--- src/inc/ssrx_pkg.sv ---
// constants for the serial receive clocking block
package ssrx_pkg;
	// register byte offsets
	localparam logic [7:0] OFF_COMMAND     = 8'h00;
	localparam logic [7:0] OFF_RATE_SCALER = 8'h04;
	localparam logic [7:0] OFF_RX_CLOCK    = 8'h10;
	localparam logic [7:0] OFF_RX_FRAME    = 8'h14;
	localparam logic [7:0] OFF_TX_CLOCK    = 8'h18;
	localparam logic [7:0] OFF_TX_FRAME    = 8'h1C;
	localparam logic [7:0] OFF_RX_WORD     = 8'h20;
	localparam logic [7:0] OFF_TX_WORD     = 8'h24;
	localparam logic [7:0] OFF_RX_SYNC     = 8'h30;
	localparam logic [7:0] OFF_TX_SYNC     = 8'h34;
	localparam logic [7:0] OFF_EVENT_FLAGS = 8'h40;
	localparam logic [7:0] OFF_IRQ_SET     = 8'h44;
	localparam logic [7:0] OFF_IRQ_CLEAR   = 8'h48;
	localparam logic [7:0] OFF_IRQ_STATE   = 8'h4C;
	localparam logic [7:0] OFF_RUN_STATE   = 8'h50;
	// command bit positions
	localparam int CMD_RX_EN   = 0;
	localparam int CMD_RX_DIS  = 1;
	localparam int CMD_TX_EN   = 8;
	localparam int CMD_TX_DIS  = 9;
	localparam int CMD_SOFT_RST = 15;
	// receive clock config field positions
	localparam int RCC_SRC_LSB    = 0;
	localparam int RCC_DRV_LSB    = 2;
	localparam int RCC_INV_BIT    = 5;
	localparam int RCC_START_LSB  = 8;
	localparam int RCC_DELAY_LSB  = 16;
	localparam int RCC_PERIOD_LSB = 24;
	localparam int SCALER_W       = 12;
	// reset values
	localparam logic [31:0] RST_ZERO   = 32'h0000_0000;
	localparam logic [31:0] RST_EVENTS = 32'h0000_00CC;
	// clock source and drive codes
	localparam logic [1:0] SRC_DIVIDED = 2'h0;
	localparam logic [1:0] SRC_TX_CLK  = 2'h1;
	localparam logic [1:0] SRC_RX_PIN  = 2'h2;
	localparam logic [2:0] DRV_NONE    = 3'h0;
	localparam logic [2:0] DRV_CONT    = 3'h1;
	// start selection codes
	localparam logic [3:0] ST_CONT = 4'h0;
	localparam logic [3:0] ST_TX   = 4'h1;
	localparam logic [3:0] ST_LOW  = 4'h2;
	localparam logic [3:0] ST_HIGH = 4'h3;
	localparam logic [3:0] ST_FALL = 4'h4;
	localparam logic [3:0] ST_RISE = 4'h5;
	localparam logic [3:0] ST_LVL  = 4'h6;
	localparam logic [3:0] ST_EDGE = 4'h7;
	// receive sequencing states
	typedef enum logic [1:0] {RX_IDLE, RX_WAIT, RX_DELAY, RX_DATA} ssrx_state_t;
endpackage : ssrx_pkg

--- src/logic/ssrx_top.sv ---
// serial controller register front end with receive clocking
// How it works
// - rx enable command bit enables reception unless disable bit also set
// - tx enable command bit enables transmit; disable bit in same write wins
// - soft reset command resets controller, overriding all other command bits
// - enable and disable commands touch data handling only, clocks keep running
// - scaler zero stops divider; nonzero N gives master clock over 2N
// - divided clock ranges from master/2 down to master/8190
// - clock source: divided, transmit clock, or receive clock pin
// - drive mode 1 drives receive clock on pin unless the source is that pin, 0 leaves pin input
// - invert bit 0 samples on falling edge, 1 on rising edge
// - invert bit affects internal receive clock only, not the pin
// - start mode 0 starts on enable and runs word after word
// - mode 1 follows transmit start; 2 and 3 detect low or high frame level
// - modes 4 and 5 detect falling or rising frame pin edge
// - mode 6 any level change, mode 7 any edge
// - nonzero delay inserts that many receive clock cycles before data
// - delay also applies when following the transmit start
// - period P nonzero gives frame sync every 2(P+1) receive clocks
// - set-mask and clear-mask writes update the interrupt mask
//
// Implementation choice: the APB interface to the registers.
module ssrx_top (
	input  wire logic        ref_clk,
	input  wire logic        rst,
	input  wire logic        psel,
	input  wire logic        penable,
	input  wire logic        pwrite,
	input  wire logic [7:0]  paddr,
	input  wire logic [31:0] pwdata,
	output logic      [31:0] prdata,
	output logic             pready,
	output logic             pslverr,
	input  wire logic        rx_clock_pin_in,
	output logic             rx_clock_pin_out,
	output logic             rx_clock_pin_oe_n,
	input  wire logic        tx_clock_pin_in,
	input  wire logic        rx_frame_pin_in,
	input  wire logic        tx_start_evt,
	output logic             rx_frame_sync,
	output logic             rx_bit_strobe,
	output logic             rx_data_active,
	output logic             irq
);
	logic        wr_en;
	logic        soft_rst;
	logic        rx_en_q;
	logic        tx_en_q;
	logic [31:0] scaler_q;
	logic [31:0] rx_clk_cfg_q;
	logic [31:0] rx_frm_cfg_q;
	logic [31:0] tx_clk_cfg_q;
	logic [31:0] tx_frm_cfg_q;
	logic [31:0] tx_sync_q;
	logic [31:0] imask_q;
	logic [31:0] rdata_d;
	logic [11:0] div_cnt_q;
	logic        div_clk_q;
	logic [1:0]  rc_sync_q;
	logic [1:0]  tc_sync_q;
	logic [1:0]  fr_sync_q;
	logic        rx_clk_lvl;
	logic        rx_clk_prev_q;
	logic        rx_edge;
	logic [1:0]  clk_src;
	logic [2:0]  clk_drv;
	logic        edge_inv;
	logic [3:0]  start_sel;
	logic [7:0]  delay_cfg;
	logic [7:0]  period_cfg;
	logic        fr_now;
	logic        fr_prev_q;
	logic        start_evt;
	logic [7:0]  dly_cnt_q;
	logic [8:0]  per_cnt_q;
	logic        fsync_q;
	logic        strobe_q;
	ssrx_pkg::ssrx_state_t state_q;

	assign clk_src    = rx_clk_cfg_q[ssrx_pkg::RCC_SRC_LSB +: 2];
	assign clk_drv    = rx_clk_cfg_q[ssrx_pkg::RCC_DRV_LSB +: 3];
	assign edge_inv   = rx_clk_cfg_q[ssrx_pkg::RCC_INV_BIT];
	assign start_sel  = rx_clk_cfg_q[ssrx_pkg::RCC_START_LSB +: 4];
	assign delay_cfg  = rx_clk_cfg_q[ssrx_pkg::RCC_DELAY_LSB +: 8];
	assign period_cfg = rx_clk_cfg_q[ssrx_pkg::RCC_PERIOD_LSB +: 8];

	// apb handshake, zero wait states
	assign wr_en    = psel && penable && pwrite;
	assign pready   = 1'b1;
	assign pslverr  = 1'b0;
	assign soft_rst = wr_en && (paddr == ssrx_pkg::OFF_COMMAND) && pwdata[ssrx_pkg::CMD_SOFT_RST];

	// receive and transmit data enables
	always_ff @(posedge ref_clk or posedge rst) begin
		if (rst) begin
			rx_en_q <= 1'b0;
			tx_en_q <= 1'b0;
		end else if (soft_rst) begin
			rx_en_q <= 1'b0;
			tx_en_q <= 1'b0;
		end else if (wr_en && paddr == ssrx_pkg::OFF_COMMAND) begin
			if (pwdata[ssrx_pkg::CMD_RX_DIS]) begin
				rx_en_q <= 1'b0;
			end else if (pwdata[ssrx_pkg::CMD_RX_EN]) begin
				rx_en_q <= 1'b1;
			end
			if (pwdata[ssrx_pkg::CMD_TX_DIS]) begin
				tx_en_q <= 1'b0;
			end else if (pwdata[ssrx_pkg::CMD_TX_EN]) begin
				tx_en_q <= 1'b1;
			end
		end
	end

	// configuration registers
	always_ff @(posedge ref_clk or posedge rst) begin
		if (rst) begin
			scaler_q     <= ssrx_pkg::RST_ZERO;
			rx_clk_cfg_q <= ssrx_pkg::RST_ZERO;
			rx_frm_cfg_q <= ssrx_pkg::RST_ZERO;
			tx_clk_cfg_q <= ssrx_pkg::RST_ZERO;
			tx_frm_cfg_q <= ssrx_pkg::RST_ZERO;
			tx_sync_q    <= ssrx_pkg::RST_ZERO;
		end else if (soft_rst) begin
			scaler_q     <= ssrx_pkg::RST_ZERO;
			rx_clk_cfg_q <= ssrx_pkg::RST_ZERO;
			rx_frm_cfg_q <= ssrx_pkg::RST_ZERO;
			tx_clk_cfg_q <= ssrx_pkg::RST_ZERO;
			tx_frm_cfg_q <= ssrx_pkg::RST_ZERO;
			tx_sync_q    <= ssrx_pkg::RST_ZERO;
		end else if (wr_en) begin
			case (paddr)
				ssrx_pkg::OFF_RATE_SCALER: scaler_q <= {20'h00000, pwdata[11:0]};
				ssrx_pkg::OFF_RX_CLOCK:    rx_clk_cfg_q <= pwdata & 32'hFFFF_0F3F;
				ssrx_pkg::OFF_RX_FRAME:    rx_frm_cfg_q <= pwdata & 32'h017F_0FBF;
				ssrx_pkg::OFF_TX_CLOCK:    tx_clk_cfg_q <= pwdata & 32'hFFFF_0F3F;
				ssrx_pkg::OFF_TX_FRAME:    tx_frm_cfg_q <= pwdata;
				ssrx_pkg::OFF_TX_SYNC:     tx_sync_q <= pwdata;
				default: ;
			endcase
		end
	end

	// interrupt mask set and clear
	always_ff @(posedge ref_clk or posedge rst) begin
		if (rst) begin
			imask_q <= ssrx_pkg::RST_ZERO;
		end else if (soft_rst) begin
			imask_q <= ssrx_pkg::RST_ZERO;
		end else if (wr_en && paddr == ssrx_pkg::OFF_IRQ_SET) begin
			imask_q <= imask_q | pwdata;
		end else if (wr_en && paddr == ssrx_pkg::OFF_IRQ_CLEAR) begin
			imask_q <= imask_q & ~pwdata;
		end
	end
	assign irq = |(imask_q & ssrx_pkg::RST_EVENTS);

	// read mux
	always_comb begin
		case (paddr)
			ssrx_pkg::OFF_RATE_SCALER: rdata_d = scaler_q;
			ssrx_pkg::OFF_RX_CLOCK:    rdata_d = rx_clk_cfg_q;
			ssrx_pkg::OFF_RX_FRAME:    rdata_d = rx_frm_cfg_q;
			ssrx_pkg::OFF_TX_CLOCK:    rdata_d = tx_clk_cfg_q;
			ssrx_pkg::OFF_TX_FRAME:    rdata_d = tx_frm_cfg_q;
			ssrx_pkg::OFF_TX_SYNC:     rdata_d = tx_sync_q;
			ssrx_pkg::OFF_EVENT_FLAGS: rdata_d = ssrx_pkg::RST_EVENTS;
			ssrx_pkg::OFF_IRQ_STATE:   rdata_d = imask_q;
			ssrx_pkg::OFF_RUN_STATE:   rdata_d = {30'h0, tx_en_q, rx_en_q};
			default:                   rdata_d = ssrx_pkg::RST_ZERO;
		endcase
	end
	assign prdata = rdata_d;

	// divided clock: toggle every N master clocks, period 2N
	always_ff @(posedge ref_clk or posedge rst) begin
		if (rst) begin
			div_cnt_q <= 12'h000;
			div_clk_q <= 1'b0;
		end else if (scaler_q[11:0] == 12'h000) begin
			div_cnt_q <= 12'h000;
			div_clk_q <= 1'b0;
		end else if (div_cnt_q >= scaler_q[11:0] - 12'h001) begin
			div_cnt_q <= 12'h000;
			div_clk_q <= ~div_clk_q;
		end else begin
			div_cnt_q <= div_cnt_q + 12'h001;
		end
	end

	// pin synchronisers, two flops each, only the second is read
	always_ff @(posedge ref_clk or posedge rst) begin
		if (rst) begin
			rc_sync_q <= 2'h0;
			tc_sync_q <= 2'h0;
			fr_sync_q <= 2'h0;
		end else begin
			rc_sync_q <= {rc_sync_q[0], rx_clock_pin_in};
			tc_sync_q <= {tc_sync_q[0], tx_clock_pin_in};
			fr_sync_q <= {fr_sync_q[0], rx_frame_pin_in};
		end
	end

	// clock source select and sampling edge
	always_comb begin
		case (clk_src)
			ssrx_pkg::SRC_DIVIDED: rx_clk_lvl = div_clk_q;
			ssrx_pkg::SRC_TX_CLK:  rx_clk_lvl = tc_sync_q[1];
			ssrx_pkg::SRC_RX_PIN:  rx_clk_lvl = rc_sync_q[1];
			default:               rx_clk_lvl = 1'b0;
		endcase
	end
	always_ff @(posedge ref_clk or posedge rst) begin
		if (rst) begin
			rx_clk_prev_q <= 1'b0;
		end else begin
			rx_clk_prev_q <= rx_clk_lvl;
		end
	end
	assign rx_edge = edge_inv ? (rx_clk_lvl && !rx_clk_prev_q) : (!rx_clk_lvl && rx_clk_prev_q);

	// clock pin drive: the selected receive clock, taken before the invert bit
	assign rx_clock_pin_out  = (clk_drv == ssrx_pkg::DRV_CONT) ? rx_clk_lvl : 1'b0;
	assign rx_clock_pin_oe_n = !(clk_drv == ssrx_pkg::DRV_CONT && clk_src != ssrx_pkg::SRC_RX_PIN);

	// frame pin history sampled on receive edge
	assign fr_now = fr_sync_q[1];
	always_ff @(posedge ref_clk or posedge rst) begin
		if (rst) begin
			fr_prev_q <= 1'b0;
		end else if (rx_edge) begin
			fr_prev_q <= fr_now;
		end
	end

	// start event decode
	always_comb begin
		case (start_sel)
			ssrx_pkg::ST_CONT: start_evt = 1'b1;
			ssrx_pkg::ST_TX:   start_evt = tx_start_evt;
			ssrx_pkg::ST_LOW:  start_evt = !fr_now;
			ssrx_pkg::ST_HIGH: start_evt = fr_now;
			ssrx_pkg::ST_FALL: start_evt = fr_prev_q && !fr_now;
			ssrx_pkg::ST_RISE: start_evt = !fr_prev_q && fr_now;
			ssrx_pkg::ST_LVL:  start_evt = fr_prev_q != fr_now;
			ssrx_pkg::ST_EDGE: start_evt = fr_prev_q != fr_now;
			default:           start_evt = 1'b0;
		endcase
	end

	// receive sequencing: wait for start, delay, then data words
	always_ff @(posedge ref_clk or posedge rst) begin
		if (rst) begin
			state_q   <= ssrx_pkg::RX_IDLE;
			dly_cnt_q <= 8'h00;
		end else if (soft_rst || !rx_en_q) begin
			state_q   <= ssrx_pkg::RX_IDLE;
			dly_cnt_q <= 8'h00;
		end else if (rx_edge) begin
			case (state_q)
				ssrx_pkg::RX_IDLE: state_q <= ssrx_pkg::RX_WAIT;
				ssrx_pkg::RX_WAIT: begin
					if (start_evt && delay_cfg != 8'h00) begin
						state_q   <= ssrx_pkg::RX_DELAY;
						dly_cnt_q <= delay_cfg - 8'h01;
					end else if (start_evt) begin
						state_q <= ssrx_pkg::RX_DATA;
					end
				end
				ssrx_pkg::RX_DELAY: begin
					if (dly_cnt_q == 8'h00) begin
						state_q <= ssrx_pkg::RX_DATA;
					end else begin
						dly_cnt_q <= dly_cnt_q - 8'h01;
					end
				end
				ssrx_pkg::RX_DATA: begin
					if (start_sel != ssrx_pkg::ST_CONT) begin
						state_q <= ssrx_pkg::RX_WAIT;
					end
				end
				default: state_q <= ssrx_pkg::RX_IDLE;
			endcase
		end
	end
	assign rx_data_active = (state_q == ssrx_pkg::RX_DATA);

	// periodic frame sync, independent of enables
	always_ff @(posedge ref_clk or posedge rst) begin
		if (rst) begin
			per_cnt_q <= 9'h000;
			fsync_q   <= 1'b0;
		end else if (soft_rst || period_cfg == 8'h00) begin
			per_cnt_q <= 9'h000;
			fsync_q   <= 1'b0;
		end else if (rx_edge) begin
			if (per_cnt_q >= {period_cfg, 1'b1}) begin
				per_cnt_q <= 9'h000;
				fsync_q   <= 1'b1;
			end else begin
				per_cnt_q <= per_cnt_q + 9'h001;
				fsync_q   <= 1'b0;
			end
		end else begin
			fsync_q <= 1'b0;
		end
	end
	assign rx_frame_sync = fsync_q;

	// sampling strobe out of a flop
	always_ff @(posedge ref_clk or posedge rst) begin
		if (rst) begin
			strobe_q <= 1'b0;
		end else begin
			strobe_q <= rx_edge && rx_en_q;
		end
	end
	assign rx_bit_strobe = strobe_q;
endmodule : ssrx_top

--- config.mk ---
export PLATFORM = sky130hd
export DESIGN_NAME = ssrx_top
export DESIGN_NICKNAME = d
export VERILOG_FILES = /design/src/inc/ssrx_pkg.sv /design/src/logic/ssrx_top.sv
export SDC_FILE = /design/constraint.sdc
export NUM_CORES = 1
export LEC_CHECK = 0
export ABC_AREA = 1
export BUFFER_PORTS_ARGS = -buffer_cell sky130_fd_sc_hd__buf_2
export CORE_ASPECT_RATIO = 0.9
export CORE_UTILIZATION = 40
export DETAILED_ROUTE_END_ITERATION = 16
export SLEW_MARGIN = 20
export SYNTH_ARGS = -nofsm -noshare
export SYNTH_HDL_FRONTEND = slang
export SYNTH_SLANG_ARGS = --single-unit
--- constraint.sdc ---
create_clock -name ref_clk -period 10 [get_ports ref_clk]
set_clock_uncertainty 0.1 [all_clocks]
set_input_delay 2 -clock ref_clk [delete_from_list [all_inputs] [get_ports ref_clk]]
set_output_delay 2 -clock ref_clk [all_outputs]
set_load 0.01 [all_outputs]
After elaboration in Yosys (flattened, before gate mapping)
Index checks and enable logic that the tools add are counted.
W data, S select, Z words.
{ "classes": {"n_bitwise": 4, "muxes": 56, "n_reduce_logical": 57, "n_eq_ne": 31, "order_cmp": 2, "add_sub_neg": 5} }
{ "ops": {"columns": ["operator", "n"], "rows": [
  ["$mux W32", 21],
  ["$pmux W32 S9", 1],
  ["$eq A8 B7 Y1 const B", 5],
  ["$and A32 B32 Y32", 1],
  ["$eq A8 B5 Y1 const B", 4],
  ["$mux W8", 4],
  ["$not A32 Y32", 1],
  ["$or A32 B32 Y32", 1],
  ["$mux W9", 3],
  ["$logic_not A8 Y1", 3],
  ["$mux W12", 2],
  ["$reduce_bool A2 Y1", 11],
  ["$eq A4 B3 Y1 const B", 4],
  ["$pmux W8 S2", 1],
  ["$reduce_and A2 Y1", 8],
  ["$sub A8 B1 Y8 const B", 2],
  ["$mux W1", 15],
  ["$logic_and A1 B1 Y1", 13],
  ["$add A12 B1 Y12 const B", 1],
  ["$ge A12 B12 Y1", 1],
  ["$logic_not A12 Y1", 1],
  ["$mux W2", 6],
  ["$reduce_bool A3 Y1", 4],
  ["$sub A12 B1 Y12 const B", 1],
  ["27 further kinds", 41]
]} }
{ "totals": {"ff_bits": 268, "output_inout_bits": 40, "in_bits": 49, "word_cells": 176} }

Depth between registers and ports, before layout
{ "depth": {"depth_word": 8, "depth_mapped": 15, "ltp_nobuf": 15} }

Least setup slack after synthesis
OpenSTA, ideal clock, no wires.
{ "synth_timing": {"kind": "input-to-output", "start": "input port paddr[0]", "end": "output port prdata[0]", "path_slack_ns": 4.838, "cell_stages": 8, "arrival_time_ns": 3.062, "required_ns": 7.900, "path_cell_list": "inv_1 nand2_2 nor3_4 nand2_2 clkbuf_1 o211ai_1 nor2_1 nand3_1"} }
{ "synth_via": {"elab_chain_len": 2, "elab_cells_between_ends": 10, "classes_between": "9 x eq/ne; 1 x mux"} }
{ "synth_rtl": {"columns": ["element", "line", "text"], "rows": [
  ["start: declaration", "ssrx_top.sv:29", "input wire logic [7:0] paddr,"],
  ["$eq A8 B7 Y1 (tied with other cells)", "ssrx_top.sv:160", "case (paddr)"],
  ["$pmux W32 S9 *", "ssrx_top.sv:160", null],
  ["end: declaration", "ssrx_top.sv:31", "output logic [31:0] prdata,"]
]} }
Mark *: on every way between the ends. The rest lies on a longest branch, timed or not.

Worst setup path after layout
{ "layout_timing": {"start": "input port paddr[0]", "end": "output port prdata[9]"} }
The elaborated chain is that of the path after synthesis.

==> results.md <==
- The count of pins over their slew limit is 0.
- The total leakage power is approximately 6.6 nW.
- The fraction of post-synthesis cell area in the top cell type by area is approximately 49%.
- The maximum buffer depth of the clock tree is 3.
- The mapped cell area is ~11000 µm².
- TritonCTS built the clock tree.
- The site row count is 58.
- The max-capacitance violation count is 0.
- The initial utilization of the core area, before any placement, comes to between 40% and 50%.
- The root cell of the clock tree is sky130_fd_sc_hd__clkbuf_16.
- The count of cell types in the netlist is 42.
- After detailed routing, the number of vias per cell comes to 5.22.
- The final critical path takes up about three fifths of the cycle.
- The utilization of the core after routing is between 40% and 50%.
- The power per standard cell area is 171 nW/µm².
- The number of endpoints with negative hold slack in the final report is 0.
- The total number of H-tree levels is 1.
- Summing the sequential cell areas from Yosys gives around 49% of the chip area.
- Among cell families on the critical path, the largest total delay comes from buffers and inverters.
- The region available for standard cell placement spans approximately 28000 µm².
- The initial antenna violation count came to 0.
- The startpoint type of the worst setup path is an input pin.
- The congestion estimate from routability-driven global placement came to 0.874.
- The slowest cell on the critical path is sky130_fd_sc_hd__inv_1.
- The quantity of I/O buffers inserted on ports is between 80 and 90.
- Hold repair after CTS inserted 0 buffers.
- The cell-internal power is approximately 0.0016 W.
- The combinational fraction of design power is a little under an eighth.
- Data on the critical path is required at its endpoint by between 7 and 8 ns.
- Setup repair after global routing left no endpoint under its margin.
- The combined buffer and inverter count along the critical path is 4.
- Entering global routing, the biggest net connects approximately 150 pins.
- Leaving out fill and tap cells, the most frequent cells in the layout are 509 x sky130_fd_sc_hd__nand2_1, 223 x sky130_fd_sc_hd__dfrtp_1, 140 x sky130_fd_sc_hd__o21ai_0.
- The worst setup path is captured at an output port.
- The final critical-path setup slack is about 4 ns.
- The signal on the critical path passes through buf_2 -> inv_1 -> nand2_2 -> nor3_4 -> nand2_1 -> inv_1 -> nand2_1 -> nand3_1 -> nor2_1 -> o211ai_1 -> buf_2.
- In this run, flip-flops and latches consume a little over two fifths of the power.
- Averaged over all synthesized cells, the footprint is approximately 7.8 µm².
- The post-route netlist has approximately 11% of its cells at a drive strength greater than 1.
- Counting flops and latches in the post-synthesis netlist gives around 220.
- The clock-pin slew of the registers on the worst-case setup and hold paths is 0.06 ns.
- During synthesis, Yosys emitted a total of 0 warnings.
- The transition at the pin with the smallest max-transition slack is between 0.9 and 1 ns.
- During I/O placement, the number of pins put on the boundary was ~90.
- Timing would allow up to about 170 MHz.
- Adding up every negative setup slack in the final design gives 0 ns.
- In the synthesized netlist the dominant register cell turns out to be sky130_fd_sc_hd__dfrtp_1.
- Summed over all layers, the routed wires come to 30700 µm.
- The clock buffer count from CTS is 27.
- The headroom to the max-slew limit is around 39%.
- Compared with the post-synthesis result, the final layout area differs by 13.6%.
- In this design, the stage delay of the slowest critical-path cell is ~0.68 ns.
- Counting I/O delays and the setup requirement, the final critical path takes 6.02 ns.
- The arrival time of the worst setup path is roughly 3.9 ns.
- In this run the worst hold path is classified as register to register.
- Synthesis produced a netlist with a net count of roughly 1500.
- The synthesized design contains 0 enable-type register cells.
- In the routed design, unresolved DRC markers number 0.
- The library cell used most frequently in the layout, excluding fill and tap cells, is sky130_fd_sc_hd__nand2_1.
- In the final routed layout, each cell accounts on average for between 15 and 20 µm.
- The synthesized design spends more area on one cell type than any other, namely sky130_fd_sc_hd__dfrtp_1.
- The CTS sink count is roughly 220.
- The floorplan step set the die width to around 180 µm.
- The repair_antennas step left the layout with diodes totalling 0.
- Global routing finished with a remaining overflow of 0.
- The all-layer global routing usage is about 22%.
- The number of routed nets with antenna violations is 0.
- The maximum resistive drop on vdd is around 0.00011 V.
- The setup path with the least slack is of type input pin to output port.
- Net switching is 26.3% of the power.
- The share of synthesized registers carrying an async set or reset is between 90% and 100%.
- The number of post-CTS setup repair buffers is 0.
- The highest fanout seen on the critical path is 20.
- The latest clock arrival within the worst-skew pair is around 0.56 ns.
- The routed layout has between 9000 and 10000 vias.
- The first TritonRoute pass finished after 6 iterations.
- The number of gates resized after CTS is 0.
- The first-pass GRT wire length is between 50000 and 60000 µm.
- The clock network is responsible for about 45% of the overall power.
- The net count reported at finish is 1603.
- The die covers just under 30000 µm².
- The flow ran to the end, and the final reports show no timing, DRC or antenna violations.
- The cell count after synthesis came out at 1466.
- Summed over all nets, the switching power comes to just under 0.0006 W.
- Timing analysis after detailed placement gives a worst setup slack of roughly 4 ns.
- For this block, the initial DRC count from the detailed router was 823.
- In the post-synthesis netlist, the biggest area contributors are sky130_fd_sc_hd__dfrtp_1 49%, sky130_fd_sc_hd__nand2_1 17%, sky130_fd_sc_hd__o21ai_0 6.1%, sky130_fd_sc_hd__a21oi_1 4.1%, sky130_fd_sc_hd__inv_1 3.4%.
- Setup violations remaining at the end of the flow were counted as 0.
- The HPWL after detailed placement is a little over 20000 µm.
- The number of global-route vias before repair was roughly 9400.
- The die outline height is 163 µm.
==> cell usage after synthesis (2+ instances only) <==
master and number:
sky130_fd_sc_hd__a211oi_1 2, sky130_fd_sc_hd__a21oi_1 94, sky130_fd_sc_hd__buf_2 36, sky130_fd_sc_hd__buf_4 5
sky130_fd_sc_hd__buf_6 5, sky130_fd_sc_hd__clkbuf_1 15, sky130_fd_sc_hd__clkbuf_2 3, sky130_fd_sc_hd__conb_1 2
sky130_fd_sc_hd__dfrtp_1 223, sky130_fd_sc_hd__ha_1 30, sky130_fd_sc_hd__inv_1 103, sky130_fd_sc_hd__inv_2 8
sky130_fd_sc_hd__nand2_1 509, sky130_fd_sc_hd__nand2_2 5, sky130_fd_sc_hd__nand3_1 65, sky130_fd_sc_hd__nand3_4 2
sky130_fd_sc_hd__nand3b_1 2, sky130_fd_sc_hd__nand4_1 35, sky130_fd_sc_hd__nor2_1 68, sky130_fd_sc_hd__nor2_2 2
sky130_fd_sc_hd__nor3_1 8, sky130_fd_sc_hd__nor3_4 3, sky130_fd_sc_hd__nor4_1 6, sky130_fd_sc_hd__o211ai_1 5
sky130_fd_sc_hd__o21a_1 2, sky130_fd_sc_hd__o21ai_0 140, sky130_fd_sc_hd__o21ai_1 45, sky130_fd_sc_hd__o21ai_2 6
sky130_fd_sc_hd__o22ai_1 2, sky130_fd_sc_hd__xnor2_1 7, sky130_fd_sc_hd__xor2_1 17
==> layer usage <==
metal / vias up / GRT usage (%) / wire, µm
met5: - / 0 / 0
met4: 0 / 5.59 / 723
met3: 50 / 3.35 / 1860
met2: 286 / 31.9 / 13000
met1: 4679 / 32.5 / 15200
li1: 4910 / - / -
==> worst register-to-register path: stages (launching register included) <==
cell and delay, ns:
sky130_fd_sc_hd__dfrtp_1 0.45, sky130_fd_sc_hd__nor2_1 0.21, sky130_fd_sc_hd__nand4_1 0.17, sky130_fd_sc_hd__nor4_1 0.45, sky130_fd_sc_hd__nand3_1 0.16, sky130_fd_sc_hd__xor2_1 0.19
sky130_fd_sc_hd__ha_1 0.29, sky130_fd_sc_hd__a21oi_1 0.16, sky130_fd_sc_hd__o21a_1 0.13, sky130_fd_sc_hd__and2_0 0.14, sky130_fd_sc_hd__nand4_1 0.47, sky130_fd_sc_hd__o21ai_0 0.34
==> power groups by stage <==
stage / Sequential, W / Clock [W] / Combinational [W]
floorplan: 0.000970 / 0 / 0.000193
CTS: 0.000961 / 0.00103 / 0.000260
global route: 0.000965 / 0.00106 / 0.000302
detailed placement: 0.000976 / 0 / 0.000259
finish: 0.000961 / 0.00101 / 0.000257
global placement: 0.000977 / 0 / 0.000255
==> path summary, 6_finish.rpt <==
check	from	to	slack (ns)	depth (start not counted)
max	paddr[0]	prdata[9]	3.98	11
min	tc_sync_q[0]$_DFF_PP0_	tc_sync_q[1]$_DFF_PP0_	0.24	0
max reg2reg	scaler_q[3]$_DFFE_PP0P_	div_clk_q$_DFFE_PP0P_	6.63	11
min reg2reg	tc_sync_q[0]$_DFF_PP0_	tc_sync_q[1]$_DFF_PP0_	0.24	0
max in group asynchronous	rst	tx_frm_cfg_q[16]$_DFFE_PP0P_	7.12	3
min in group asynchronous	rst	imask_q[0]$_DFFE_PP0P_	1.46	2
==> stage by stage <==
step           instances  power [W]  hold WS (ns)  area (µm²)
6_report            1901    0.00223         0.241       13100
3_5_place_dp        1855    0.00124         0.240       12100
4_1_cts             1901    0.00225         0.249       13000
2_1_floorplan       1466    0.00116         0.231       11500
3_3_place_gp        1855    0.00123         0.234       12100
5_1_grt             1901    0.00233         0.255       13100
==> kinds of logic after synthesis <==
kind of cell / count (synthesis) / synth area share [%]
other: 2 / 0.0653
XOR/XNOR: 24 / 1.83
adder cells (fa/ha/maj): 30 / 3.27
AND/OR/NAND/NOR: 708 / 25.8
buffers and inverters: 178 / 6.79
AO/OA/AOI/OAI: 301 / 13.7
flip-flops: 223 / 48.5
==> area by class of cell <==
type,count,area [µm²]
Clock inverter,13,186
Sequential cell,223,5580
Timing Repair Buffer,94,494
Fill cell,2747,15000
Multi-Input combinational cell,1065,5170
Clock buffer,33,728
Tap cell,360,450
Inverter,113,444
==> registers in the layout, indices dropped and copies added (netlist names), 2 cells and up <==
register and cells:
fr_sync_q 2, per_cnt_q 9, tc_sync_q 2, dly_cnt_q 8, rc_sync_q 2, tx_frm_cfg_q 32
state_q 2, tx_sync_q 32, div_cnt_q 12, imask_q 32, tx_clk_cfg_q 26, rx_clk_cfg_q 26
rx_frm_cfg_q 19, scaler_q 12
Note: power is estimated with default switching activity, not from simulation.
